===== config.mk =====
export PLATFORM = sky130hd
export DESIGN_NAME = bdoc_top
export DESIGN_NICKNAME = d
export VERILOG_FILES = /design/src/bdoc_pkg.sv /design/src/bdoc_draw_if.sv /design/src/bdoc_draw_engine.sv /design/src/bdoc_top.sv
export SDC_FILE = /design/constraint.sdc
export NUM_CORES = 1
export LEC_CHECK = 0
export BUFFER_PORTS_ARGS = -buffer_cell sky130_fd_sc_hd__buf_2
export CAP_MARGIN = 20
export CORE_UTILIZATION = 40
export CTS_CLUSTER_DIAMETER = 40
export DETAILED_ROUTE_END_ITERATION = 7
export GPL_TIMING_DRIVEN = 0
export PLACE_DENSITY_LB_ADDON = 0.05
export SLEW_MARGIN = 20
export SYNTH_ARGS = -nofsm -noshare
export SYNTH_HDL_FRONTEND = slang
export SYNTH_HIERARCHICAL = 1
export SYNTH_SLANG_ARGS = --single-unit

===== constraint.sdc =====
create_clock -name SYS_CLK_IN -period 9.55 [get_ports SYS_CLK_IN]
set_clock_uncertainty 0.05 [all_clocks]
set_input_delay 0 -clock SYS_CLK_IN [delete_from_list [all_inputs] [get_ports SYS_CLK_IN]]
set_output_delay 0 -clock SYS_CLK_IN [all_outputs]
set_load 0.02 [all_outputs]

===== src/bdoc_pkg.sv =====
package bdoc_pkg;
	// ==========================================================
	// Command framing
	localparam logic [7:0] CMD_PREFIX = 8'hfe;
	localparam logic [7:0] CODE_MDIG_LOAD = 8'h6d;
	localparam logic [7:0] CODE_MDIG_PLACE = 8'h6f;
	localparam logic [7:0] CODE_HBAR_LOAD = 8'h68;
	localparam logic [7:0] CODE_HBAR_PLACE = 8'h7c;
	localparam logic [7:0] CODE_NBAR_LOAD = 8'h73;
	localparam logic [7:0] CODE_WBAR_LOAD = 8'h76;
	localparam logic [7:0] CODE_VBAR_PLACE = 8'h3d;
	localparam logic [7:0] CODE_OUT_ON = 8'h57;
	localparam logic [7:0] CODE_OUT_OFF = 8'h56;
	localparam logic [7:0] CODE_OUT_BOOT = 8'hc3;
	localparam logic [2:0] MDIG_PARAMS = 3'h3;
	localparam logic [2:0] HBAR_PARAMS = 3'h4;
	localparam logic [2:0] VBAR_PARAMS = 3'h2;
	localparam logic [2:0] OUT_PARAMS = 3'h1;
	localparam logic [2:0] BOOT_PARAMS = 3'h2;

	// ==========================================================
	// Screen geometry and ranges
	localparam logic [7:0] SCREEN_COLS = 8'h14;
	localparam logic [7:0] SCREEN_ROWS = 8'h04;
	localparam logic [7:0] HBAR_MAX_LEN = 8'h64;
	localparam logic [7:0] VBAR_MAX_LEN = 8'h20;
	localparam logic [7:0] HBAR_CELL_PX = 8'h05;
	localparam logic [7:0] VBAR_CELL_PX = 8'h08;
	localparam logic [7:0] DIGIT_MAX = 8'h09;
	localparam logic [7:0] DIR_LEFT = 8'h01;
	localparam logic [7:0] STATE_ON = 8'h01;
	localparam logic [4:0] MDIG_STEPS = 5'h02;
	localparam logic [4:0] VBAR_STEPS = 5'h04;

	// ==========================================================
	// Cell character codes
	localparam logic [7:0] BLANK_CHAR = 8'h20;
	localparam logic [7:0] BAR_GLYPH_BASE = 8'h00;
	localparam logic [7:0] MDIG_GLYPH_BASE = 8'h80;

	// ==========================================================
	// Types
	typedef enum logic [2:0] {
		BANK_NONE = 3'h0,
		BANK_MDIG = 3'h1,
		BANK_HBAR = 3'h2,
		BANK_NBAR = 3'h3,
		BANK_WBAR = 3'h4
	} bdoc_bank_t;

	typedef enum logic [1:0] {
		DRAW_MDIG = 2'h0,
		DRAW_HBAR = 2'h1,
		DRAW_VBAR = 2'h2
	} bdoc_draw_t;
endpackage : bdoc_pkg


===== src/bdoc_draw_if.sv =====
`timescale 1ns/1ps
interface bdoc_draw_if;
	import bdoc_pkg::*;
	logic start;
	bdoc_draw_t kind;
	logic [7:0] col;
	logic [7:0] row;
	logic [7:0] dir;
	logic [7:0] len;
	logic busy;
	logic cell_we;
	logic [2:0] cell_row;
	logic [4:0] cell_col;
	logic [7:0] cell_char;

	modport ctrl (
		output start, kind, col, row, dir, len,
		input busy, cell_we, cell_row, cell_col, cell_char
	);
	modport eng (
		input start, kind, col, row, dir, len,
		output busy, cell_we, cell_row, cell_col, cell_char
	);
endinterface : bdoc_draw_if


===== src/bdoc_draw_engine.sv =====
`timescale 1ns/1ps
module bdoc_draw_engine
	import bdoc_pkg::*;
(
	input wire logic clk_in,
	input wire logic srst_in,
	bdoc_draw_if.eng drw
);
	// ==========================================================
	// Fill helper
	function automatic logic [7:0] fill_level(input logic [7:0] len,
		input logic [7:0] used, input logic [7:0] cap);
		logic [7:0] rest;
		rest = (len > used) ? 8'(len - used) : 8'h00;
		return (rest > cap) ? cap : rest;
	endfunction : fill_level

	bdoc_draw_t kind_reg;
	logic busy_reg;
	logic [7:0] col_reg;
	logic [7:0] row_reg;
	logic dir_left_reg;
	logic [7:0] len_reg;
	logic [4:0] step_reg;
	logic [4:0] steps_reg;
	logic cell_we_reg;
	logic [2:0] cell_row_reg;
	logic [4:0] cell_col_reg;
	logic [7:0] cell_char_reg;

	// ==========================================================
	// Current cell
	wire [7:0] step8 = {3'h0, step_reg};
	wire [7:0] h_used = 8'(step8 * HBAR_CELL_PX);
	wire [7:0] v_used = 8'(step8 * VBAR_CELL_PX);
	wire [7:0] h_level = fill_level(len_reg, h_used, HBAR_CELL_PX);
	wire [7:0] v_level = fill_level(len_reg, v_used, VBAR_CELL_PX);
	wire [7:0] col_h = dir_left_reg ? 8'(col_reg - step8) :
		8'(col_reg + step8);
	// Digits and vertical bars stay in their one column
	wire [7:0] col_cur = (kind_reg == DRAW_HBAR) ? col_h : col_reg;
	wire [7:0] row_cur = (kind_reg == DRAW_VBAR) ? 8'(8'h01 + step8) :
		(kind_reg == DRAW_MDIG) ? 8'(row_reg + step8) : row_reg;
	wire [7:0] bar_level = (kind_reg == DRAW_VBAR) ? v_level : h_level;
	wire [7:0] bar_char = (bar_level == 8'h00) ? BLANK_CHAR :
		8'(BAR_GLYPH_BASE + bar_level - 8'h01);
	wire [7:0] mdig_char = 8'(MDIG_GLYPH_BASE + {len_reg[6:0], step_reg[0]});
	wire [7:0] char_cur = (kind_reg == DRAW_MDIG) ? mdig_char : bar_char;
	// Bottom half of a digit on the last row falls off the screen
	wire write_ok = (row_cur <= SCREEN_ROWS);
	wire last_step = (5'(step_reg + 5'h01) == steps_reg);
	wire [4:0] hbar_steps = (drw.dir == DIR_LEFT) ? drw.col[4:0] :
		5'(SCREEN_COLS[4:0] + 5'h01 - drw.col[4:0]);
	wire [4:0] steps_start = (drw.kind == DRAW_MDIG) ? MDIG_STEPS :
		(drw.kind == DRAW_VBAR) ? VBAR_STEPS : hbar_steps;

	// ==========================================================
	// Sequencer: one cell per cycle
	always_ff @(posedge clk_in) begin
		if (srst_in) begin
			busy_reg <= 1'b0;
			kind_reg <= DRAW_MDIG;
			col_reg <= 8'h00;
			row_reg <= 8'h00;
			dir_left_reg <= 1'b0;
			len_reg <= 8'h00;
			step_reg <= 5'h00;
			steps_reg <= 5'h00;
			cell_we_reg <= 1'b0;
			cell_row_reg <= 3'h0;
			cell_col_reg <= 5'h00;
			cell_char_reg <= 8'h00;
		end else if (!busy_reg) begin
			cell_we_reg <= 1'b0;
			if (drw.start) begin
				busy_reg <= 1'b1;
				kind_reg <= drw.kind;
				col_reg <= drw.col;
				row_reg <= drw.row;
				dir_left_reg <= (drw.dir == DIR_LEFT);
				len_reg <= drw.len;
				step_reg <= 5'h00;
				steps_reg <= steps_start;
			end
		end else begin
			// Trailing cells are blanked so an older bar is erased
			cell_we_reg <= write_ok;
			cell_row_reg <= row_cur[2:0];
			cell_col_reg <= col_cur[4:0];
			cell_char_reg <= char_cur;
			step_reg <= 5'(step_reg + 5'h01);
			if (last_step) begin
				busy_reg <= 1'b0;
			end
		end
	end

	assign drw.busy = busy_reg | cell_we_reg;
	assign drw.cell_we = cell_we_reg;
	assign drw.cell_row = cell_row_reg;
	assign drw.cell_col = cell_col_reg;
	assign drw.cell_char = cell_char_reg;
endmodule : bdoc_draw_engine


===== src/bdoc_top.sv =====
// What this block does
// - Prefix then 109 loads medium-digit bank
// - Place digit: two rows tall, one wide
// - Prefix then 104 loads horizontal bar bank
// - Horizontal bar drawn from cell, replacing old
// - Direction 0 grows right, 1 left
// - Prefix then 115 loads narrow bar bank
// - Prefix then 118 loads wide bar bank
// - Vertical bar from first row, replacing old
// - Output-on drives chosen output high
// - Output-off drives chosen output low
// - Bank load discards unsaved custom characters
`timescale 1ns/1ps
module bdoc_top
	import bdoc_pkg::*;
#(
	parameter int GEN_OUT_COUNT = 8
) (
	input wire logic SYS_CLK_IN,
	input wire logic SRST_IN,
	input wire logic [7:0] RX_DATA_IN,
	input wire logic RX_VALID_IN,
	output logic RX_READY_OUT,
	output logic BANK_LOAD_OUT,
	output logic [2:0] BANK_SEL_OUT,
	output logic [2:0] ACTIVE_BANK_OUT,
	output logic CELL_WE_OUT,
	output logic [2:0] CELL_ROW_OUT,
	output logic [4:0] CELL_COL_OUT,
	output logic [7:0] CELL_CHAR_OUT,
	output logic [GEN_OUT_COUNT-1:0] GENERAL_OUTPUT_OUT,
	input wire logic [GEN_OUT_COUNT-1:0] NV_STATE_IN,
	output logic NV_WE_OUT,
	output logic [7:0] NV_INDEX_OUT,
	output logic NV_STATE_OUT
);
	// ==========================================================
	// Helpers
	function automatic logic in_range(input logic [7:0] v,
		input logic [7:0] lo, input logic [7:0] hi);
		return (v >= lo) && (v <= hi);
	endfunction : in_range

	function automatic logic [2:0] param_count(input logic [7:0] code);
		logic [2:0] n;
		n = 3'h0;
		case (code)
			CODE_MDIG_PLACE: n = MDIG_PARAMS;
			CODE_HBAR_PLACE: n = HBAR_PARAMS;
			CODE_VBAR_PLACE: n = VBAR_PARAMS;
			CODE_OUT_ON: n = OUT_PARAMS;
			CODE_OUT_OFF: n = OUT_PARAMS;
			CODE_OUT_BOOT: n = BOOT_PARAMS;
			default: n = 3'h0;
		endcase
		return n;
	endfunction : param_count

	function automatic logic is_bank_load(input logic [7:0] code);
		return (code == CODE_MDIG_LOAD) || (code == CODE_HBAR_LOAD) ||
			(code == CODE_NBAR_LOAD) || (code == CODE_WBAR_LOAD);
	endfunction : is_bank_load

	localparam logic [7:0] GEN_OUT_MAX = 8'(GEN_OUT_COUNT);

	typedef enum logic [4:0] {
		ST_IDLE = 5'b00001,
		ST_CODE = 5'b00010,
		ST_PARAM = 5'b00100,
		ST_EXEC = 5'b01000,
		ST_WAIT = 5'b10000
	} bdoc_state_t;

	bdoc_state_t state_reg;
	bdoc_state_t state_next;
	logic [7:0] code_reg;
	logic [2:0] count_reg;
	logic [2:0] idx_reg;
	logic [7:0] param_reg [0:3];
	logic boot_pending_reg;
	logic [GEN_OUT_COUNT-1:0] gen_out_reg;
	logic bank_load_reg;
	bdoc_bank_t bank_sel_reg;
	bdoc_bank_t active_bank_reg;
	logic nv_we_reg;
	logic [7:0] nv_index_reg;
	logic nv_state_reg;

	bdoc_draw_if drw ();

	bdoc_draw_engine u_engine (
		.clk_in(SYS_CLK_IN),
		.srst_in(SRST_IN),
		.drw(drw.eng)
	);

	// ==========================================================
	// Byte intake
	wire rx_ready = (state_reg == ST_IDLE) || (state_reg == ST_CODE) ||
		(state_reg == ST_PARAM);
	wire accept = RX_VALID_IN && rx_ready;
	wire [2:0] rx_count = param_count(RX_DATA_IN);
	wire rx_known = (rx_count != 3'h0) || is_bank_load(RX_DATA_IN);
	wire last_param = (3'(idx_reg + 3'h1) == count_reg);

	// ==========================================================
	// Parameter checks
	wire [7:0] p0 = param_reg[0];
	wire [7:0] p1 = param_reg[1];
	wire [7:0] p2 = param_reg[2];
	wire [7:0] p3 = param_reg[3];
	wire mdig_ok = in_range(p0, 8'h01, SCREEN_COLS) &&
		in_range(p1, 8'h01, SCREEN_ROWS) &&
		in_range(p2, 8'h00, DIGIT_MAX);
	wire hbar_ok = in_range(p0, 8'h01, SCREEN_COLS) &&
		in_range(p1, 8'h01, SCREEN_ROWS) &&
		in_range(p2, 8'h00, DIR_LEFT) &&
		in_range(p3, 8'h00, HBAR_MAX_LEN);
	wire vbar_ok = in_range(p0, 8'h01, SCREEN_COLS) &&
		in_range(p1, 8'h00, VBAR_MAX_LEN);
	wire out_ok = in_range(p0, 8'h01, GEN_OUT_MAX);
	wire boot_ok = out_ok && in_range(p1, 8'h00, STATE_ON);
	wire exec = (state_reg == ST_EXEC);
	wire draw_go = exec && (((code_reg == CODE_MDIG_PLACE) && mdig_ok) ||
		((code_reg == CODE_HBAR_PLACE) && hbar_ok) ||
		((code_reg == CODE_VBAR_PLACE) && vbar_ok));
	wire [7:0] out_idx = 8'(p0 - 8'h01);
	wire [GEN_OUT_COUNT-1:0] out_mask =
		{{(GEN_OUT_COUNT-1){1'b0}}, 1'b1} << out_idx;
	wire out_on_go = exec && (code_reg == CODE_OUT_ON) && out_ok;
	wire out_off_go = exec && (code_reg == CODE_OUT_OFF) && out_ok;
	wire boot_go = exec && (code_reg == CODE_OUT_BOOT) && boot_ok;

	// ==========================================================
	// Bank selection from code
	wire bank_go = exec && is_bank_load(code_reg);
	wire bdoc_bank_t bank_code =
		(code_reg == CODE_MDIG_LOAD) ? BANK_MDIG :
		(code_reg == CODE_HBAR_LOAD) ? BANK_HBAR :
		(code_reg == CODE_NBAR_LOAD) ? BANK_NBAR :
		(code_reg == CODE_WBAR_LOAD) ? BANK_WBAR : BANK_NONE;

	// ==========================================================
	// Draw request; byte order differs per command
	assign drw.start = draw_go;
	assign drw.kind = (code_reg == CODE_MDIG_PLACE) ? DRAW_MDIG :
		(code_reg == CODE_HBAR_PLACE) ? DRAW_HBAR : DRAW_VBAR;
	assign drw.col = p0;
	assign drw.row = p1;
	assign drw.dir = (code_reg == CODE_HBAR_PLACE) ? p2 : 8'h00;
	assign drw.len = (code_reg == CODE_HBAR_PLACE) ? p3 :
		(code_reg == CODE_MDIG_PLACE) ? p2 : p1;

	// ==========================================================
	// Command sequencer
	always_comb begin
		state_next = state_reg;
		case (state_reg)
			ST_IDLE: begin
				// Non-prefix bytes belong to the text path
				if (accept && (RX_DATA_IN == CMD_PREFIX)) begin
					state_next = ST_CODE;
				end
			end
			ST_CODE: begin
				if (accept) begin
					if (!rx_known) begin
						state_next = ST_IDLE;
					end else if (rx_count == 3'h0) begin
						state_next = ST_EXEC;
					end else begin
						state_next = ST_PARAM;
					end
				end
			end
			ST_PARAM: begin
				if (accept && last_param) begin
					state_next = ST_EXEC;
				end
			end
			ST_EXEC: begin
				state_next = draw_go ? ST_WAIT : ST_IDLE;
			end
			ST_WAIT: begin
				// Input stalls while cells are written
				if (!drw.busy) begin
					state_next = ST_IDLE;
				end
			end
			default: begin
				state_next = ST_IDLE;
			end
		endcase
	end

	always_ff @(posedge SYS_CLK_IN) begin
		if (SRST_IN) begin
			state_reg <= ST_IDLE;
			code_reg <= 8'h00;
			count_reg <= 3'h0;
			idx_reg <= 3'h0;
		end else begin
			state_reg <= state_next;
			if (accept && (state_reg == ST_CODE)) begin
				code_reg <= RX_DATA_IN;
				count_reg <= rx_count;
				idx_reg <= 3'h0;
			end else if (accept && (state_reg == ST_PARAM)) begin
				idx_reg <= 3'(idx_reg + 3'h1);
			end
		end
	end

	always_ff @(posedge SYS_CLK_IN) begin
		if (SRST_IN) begin
			for (int i = 0; i < 4; i++) begin
				param_reg[i] <= 8'h00;
			end
		end else if (accept && (state_reg == ST_PARAM)) begin
			param_reg[idx_reg[1:0]] <= RX_DATA_IN;
		end
	end

	// ==========================================================
	// Character bank control
	always_ff @(posedge SYS_CLK_IN) begin
		if (SRST_IN) begin
			bank_load_reg <= 1'b0;
			bank_sel_reg <= BANK_NONE;
			active_bank_reg <= BANK_NONE;
		end else begin
			// Whole active memory is overwritten, unsaved glyphs lost
			bank_load_reg <= bank_go;
			if (bank_go) begin
				bank_sel_reg <= bank_code;
				active_bank_reg <= bank_code;
			end
		end
	end

	// ==========================================================
	// General outputs and start-up image
	always_ff @(posedge SYS_CLK_IN) begin
		if (SRST_IN) begin
			boot_pending_reg <= 1'b1;
			gen_out_reg <= '0;
			nv_we_reg <= 1'b0;
			nv_index_reg <= 8'h00;
			nv_state_reg <= 1'b0;
		end else begin
			// Image taken on the first edge after release
			boot_pending_reg <= 1'b0;
			if (boot_pending_reg) begin
				gen_out_reg <= NV_STATE_IN;
			end else if (out_on_go) begin
				gen_out_reg <= gen_out_reg | out_mask;
			end else if (out_off_go) begin
				gen_out_reg <= gen_out_reg & ~out_mask;
			end
			// Saved state only, live output untouched
			nv_we_reg <= boot_go;
			if (boot_go) begin
				nv_index_reg <= p0;
				nv_state_reg <= (p1 == STATE_ON);
			end
		end
	end

	assign RX_READY_OUT = rx_ready;
	assign BANK_LOAD_OUT = bank_load_reg;
	assign BANK_SEL_OUT = bank_sel_reg;
	assign ACTIVE_BANK_OUT = active_bank_reg;
	assign CELL_WE_OUT = drw.cell_we;
	assign CELL_ROW_OUT = drw.cell_row;
	assign CELL_COL_OUT = drw.cell_col;
	assign CELL_CHAR_OUT = drw.cell_char;
	assign GENERAL_OUTPUT_OUT = gen_out_reg;
	assign NV_WE_OUT = nv_we_reg;
	assign NV_INDEX_OUT = nv_index_reg;
	assign NV_STATE_OUT = nv_state_reg;
endmodule : bdoc_top


==> reports/metrics.yaml <==
floorplanning:
  die_x_um: 142
  rows: 50
  pin_count: 62
  core_um2: 19000
  start_util_pct: 41.5
  die_area_um2: 20300
  die_y_um: 142
worst_setup_path:
  critPathArrivalTime_ps: 5010
  crit_type: "flip-flop to flip-flop"
  rr_worst_depth: 15
  worst_path_max_delay_cell: "dfxtp_1"
  critPathRequiredTime_ps: 9830
  crit_path_frequent_cell: "ha_1"
  cp.buffers_inverters: 1
  cp_top_family: "adder cells"
  cp-end-kind: "flip-flop"
  worstSetupStartpoint: "u_engine/step_reg[0]"
  r2r-start: "u_engine/step_reg[0]"
  rr_endpoint: "u_engine/drw.cell_char[1]"
  crit_chain: "ha_1 -> ha_1 -> inv_1 -> fa_1 -> xor2_1 -> ha_1 -> and3_2 -> a21boi_0 -> mux2i_1 -> nand4_2 -> o21ai_0 -> and2_1 -> ha_1 -> a311o_1 -> a311oi_1"
  cp_max_fo: 10
  cp_slowest_stage_delay_ps: 680
  r2r_slack_ps: 4810
  start_kind: "flip-flop"
yosys:
  async_flop_share_pct: 0
  yosys.area.top_type_share_pct: 23.9
  syn_avg_cell_area_um2: 8.75
  synth_top_flop_cell: "dfxtp_1"
  synth_warnings: 6
  syn_nets: 961
  synth_edf_count: 32
  synth_top_area_cell: "dfxtp_1"
  ys_ff_latch: 126
  synth_area_leaders: "dfxtp_1 24%, edfxtp_1 12%, ha_1 5.7%, nand2_1 5.0%, a21oi_1 3.9%"
  netlist_instances: 901
  synth_area_um2: 7880
  synth_cell_types: 89
  seq_area_frac_synth_pct: 36.1
grt:
  gr-total-overflow: 0
  grt_first_pass_wirelength_um: 34600
  grtUsageTotal_pct: 22.2
  first_global_vias: 6368
  grt_max_degree: 17
  antenna_found_initial: 0
place:
  gp_congestion: 0.904
  dpl.cell_count: 1221
  pre_cts_slack_ps: 4890
  dp_hpwl_um: 16200
  port_buffers: 60
power:
  p_leak_uw: 0.00352
  cellPowerDensity_nw_per_um2: 139
  peakVddDrop_mv: 0.144
final_layout:
  largest_reg_flops: 32
  fin_nets: 1052
  final_common_cell: "nand2_1"
  post-route-util_pct: 48.6
  finalNonFillerCells: 1265
  drive_gt1_share_pct: 13.6
  layout_common_cells: "104 x nand2_1, 94 x dfxtp_1, 74 x nor2_1"
  diodes: 0
  area_delta_synth_final_pct: 17.3
sta:
  fmax_mhz: 211
  fin_setup_tns_ps: 0
  maxSlewViolCount: 0
  fin_ws_ps: 4810
  hold_violations: 0
  setup_viol: 0
  rsz0062_at_grt: "false"
  worst_pin_slew_ps: 865
  finalCritPeriodShare_pct: 49.6
  whs_ps: 56.8
  maxSlewHeadroom_pct: 41.9
  min_period_ps: 4740
min_path:
  min_path_type: "primary input to flip-flop"
  min_path_cells: 3
  hold-path-endpoint: "code_reg[2]"
  min_from: "RX_DATA_IN[2]"
outcome:
  status: "finished clean"
clocking:
  clkSlewWorstSetupHoldPaths_ps: 60
  cts_tree: "yes"
  clock_latency_ps: 420
  cts_sinks: 126
  numCtsBuffers: 17
  cts_resized: 0
  htreeDepth: 4
  root_buffer: "clkbuf_16"
  clk_path_buf_depth: 2
drt:
  drcViolationCount: 0
  first_pass_iters: 5
  wl_um: 21500
  wire_per_inst_um: 17.0
  ant_nets: 0
  drt-initial-drc-count: 386
  num_vias: 6774
  drt-vias-per-instance: 5.35
job:
  maxCapViolations: 0
[metrics by stage]
step                instance area (µm²)  power [µW]
global route                       9250        1330
finish                             9250        1280
CTS                                9250        1300
global placement                   8510         643
detailed placement                 8520         642
floorplan                          7880         616
[where the power goes]
| group | switching (µW) | internal (µW) |
|---|---|---|
| registers | 8.72 | 556 |
| clock network | 238 | 412 |
| logic | 43.8 | 26.2 |
| total | 290 | 994 |
[worst min-delay path: stages]
cell and delay [ps]:
clkbuf_1 260, nand2_1 150, a21oi_1 60
[Yosys cell counts (4+ instances only)]
cell       instances
nand2_1          104
nor3b_1            9
nand2b_1          21
o21a_1             4
nor2_1            74
clkbuf_8           6
a21o_1            10
and2_1            41
fa_1               5
ha_1              36
or2_2              7
a2111oi_2          4
nor2b_1           12
nand3_1           17
nor3_1            27
mux2i_1           30
nor4b_1            5
a31oi_1            6
a211oi_1          15
o21ai_0           28
and3_1             8
nand4b_1           4
or3_1              5
edfxtp_1          32
a311oi_1           5
xnor2_1           24
nand4_1           15
a22oi_1            6
xor2_1            15
nor4_1            10
dfxtp_1           94
inv_1             32
clkbuf_1          39
a21oi_1           61
nor4bb_1           5
or4_1              4
[how the worst max path moves through the flow]
| stage | end | slack (ps) | depth (start not counted) |
|---|---|---|---|
| 3_5_place_dp | u_engine/drw.cell_char[1] | 4890 | 15 |
| 6_report | u_engine/drw.cell_char[1] | 4810 | 15 |
| 5_1_grt | u_engine/drw.cell_char[1] | 4570 | 15 |
| 4_1_cts | u_engine/drw.cell_char[1] | 4830 | 15 |
| 3_3_place_gp | u_engine/drw.cell_char[1] | 4850 | 15 |
| 2_1_floorplan | u_engine/drw.cell_char[1] | 5570 | 15 |
[timing repair]
action                    4_1_cts  5_1_grt
hold buffers                   12        0
hold endpoints to repair       18        0
setup buffers                   0        0
[layer usage]
metal	up-vias	wire [µm]	share of wire (%)	GRT usage [%]
met5	-	0	0	0
met1	3186	10500	49	29.7
met3	23	614	2.9	3.36
met4	0	385	1.8	7.64
li1	3443	-	-	-
met2	122	9960	46	36.2
[cells by family after synthesis]
family	Yosys count	share of synthesized area, %
and+or+nand+nor	394	26.9
adders and majority gates	41	6.98
DFF	126	36.1
xor gates and xnor gates	40	4.62
muxes	30	3.81
buffers and inverters	84	5.09
AOI/OAI and AO/OA	186	16.5
[area by class of cell]
type	instances	area (µm²)
inverters	32	120
well taps	260	325
multi-input cells	691	4650
flip-flops and latches	126	2840
plain buffers	52	282
clock buffers	24	528
fillers	1894	9770
repair buffers	72	420
clock inverters	8	75.1
No activity file was read; power rests on OpenSTA's default activity.
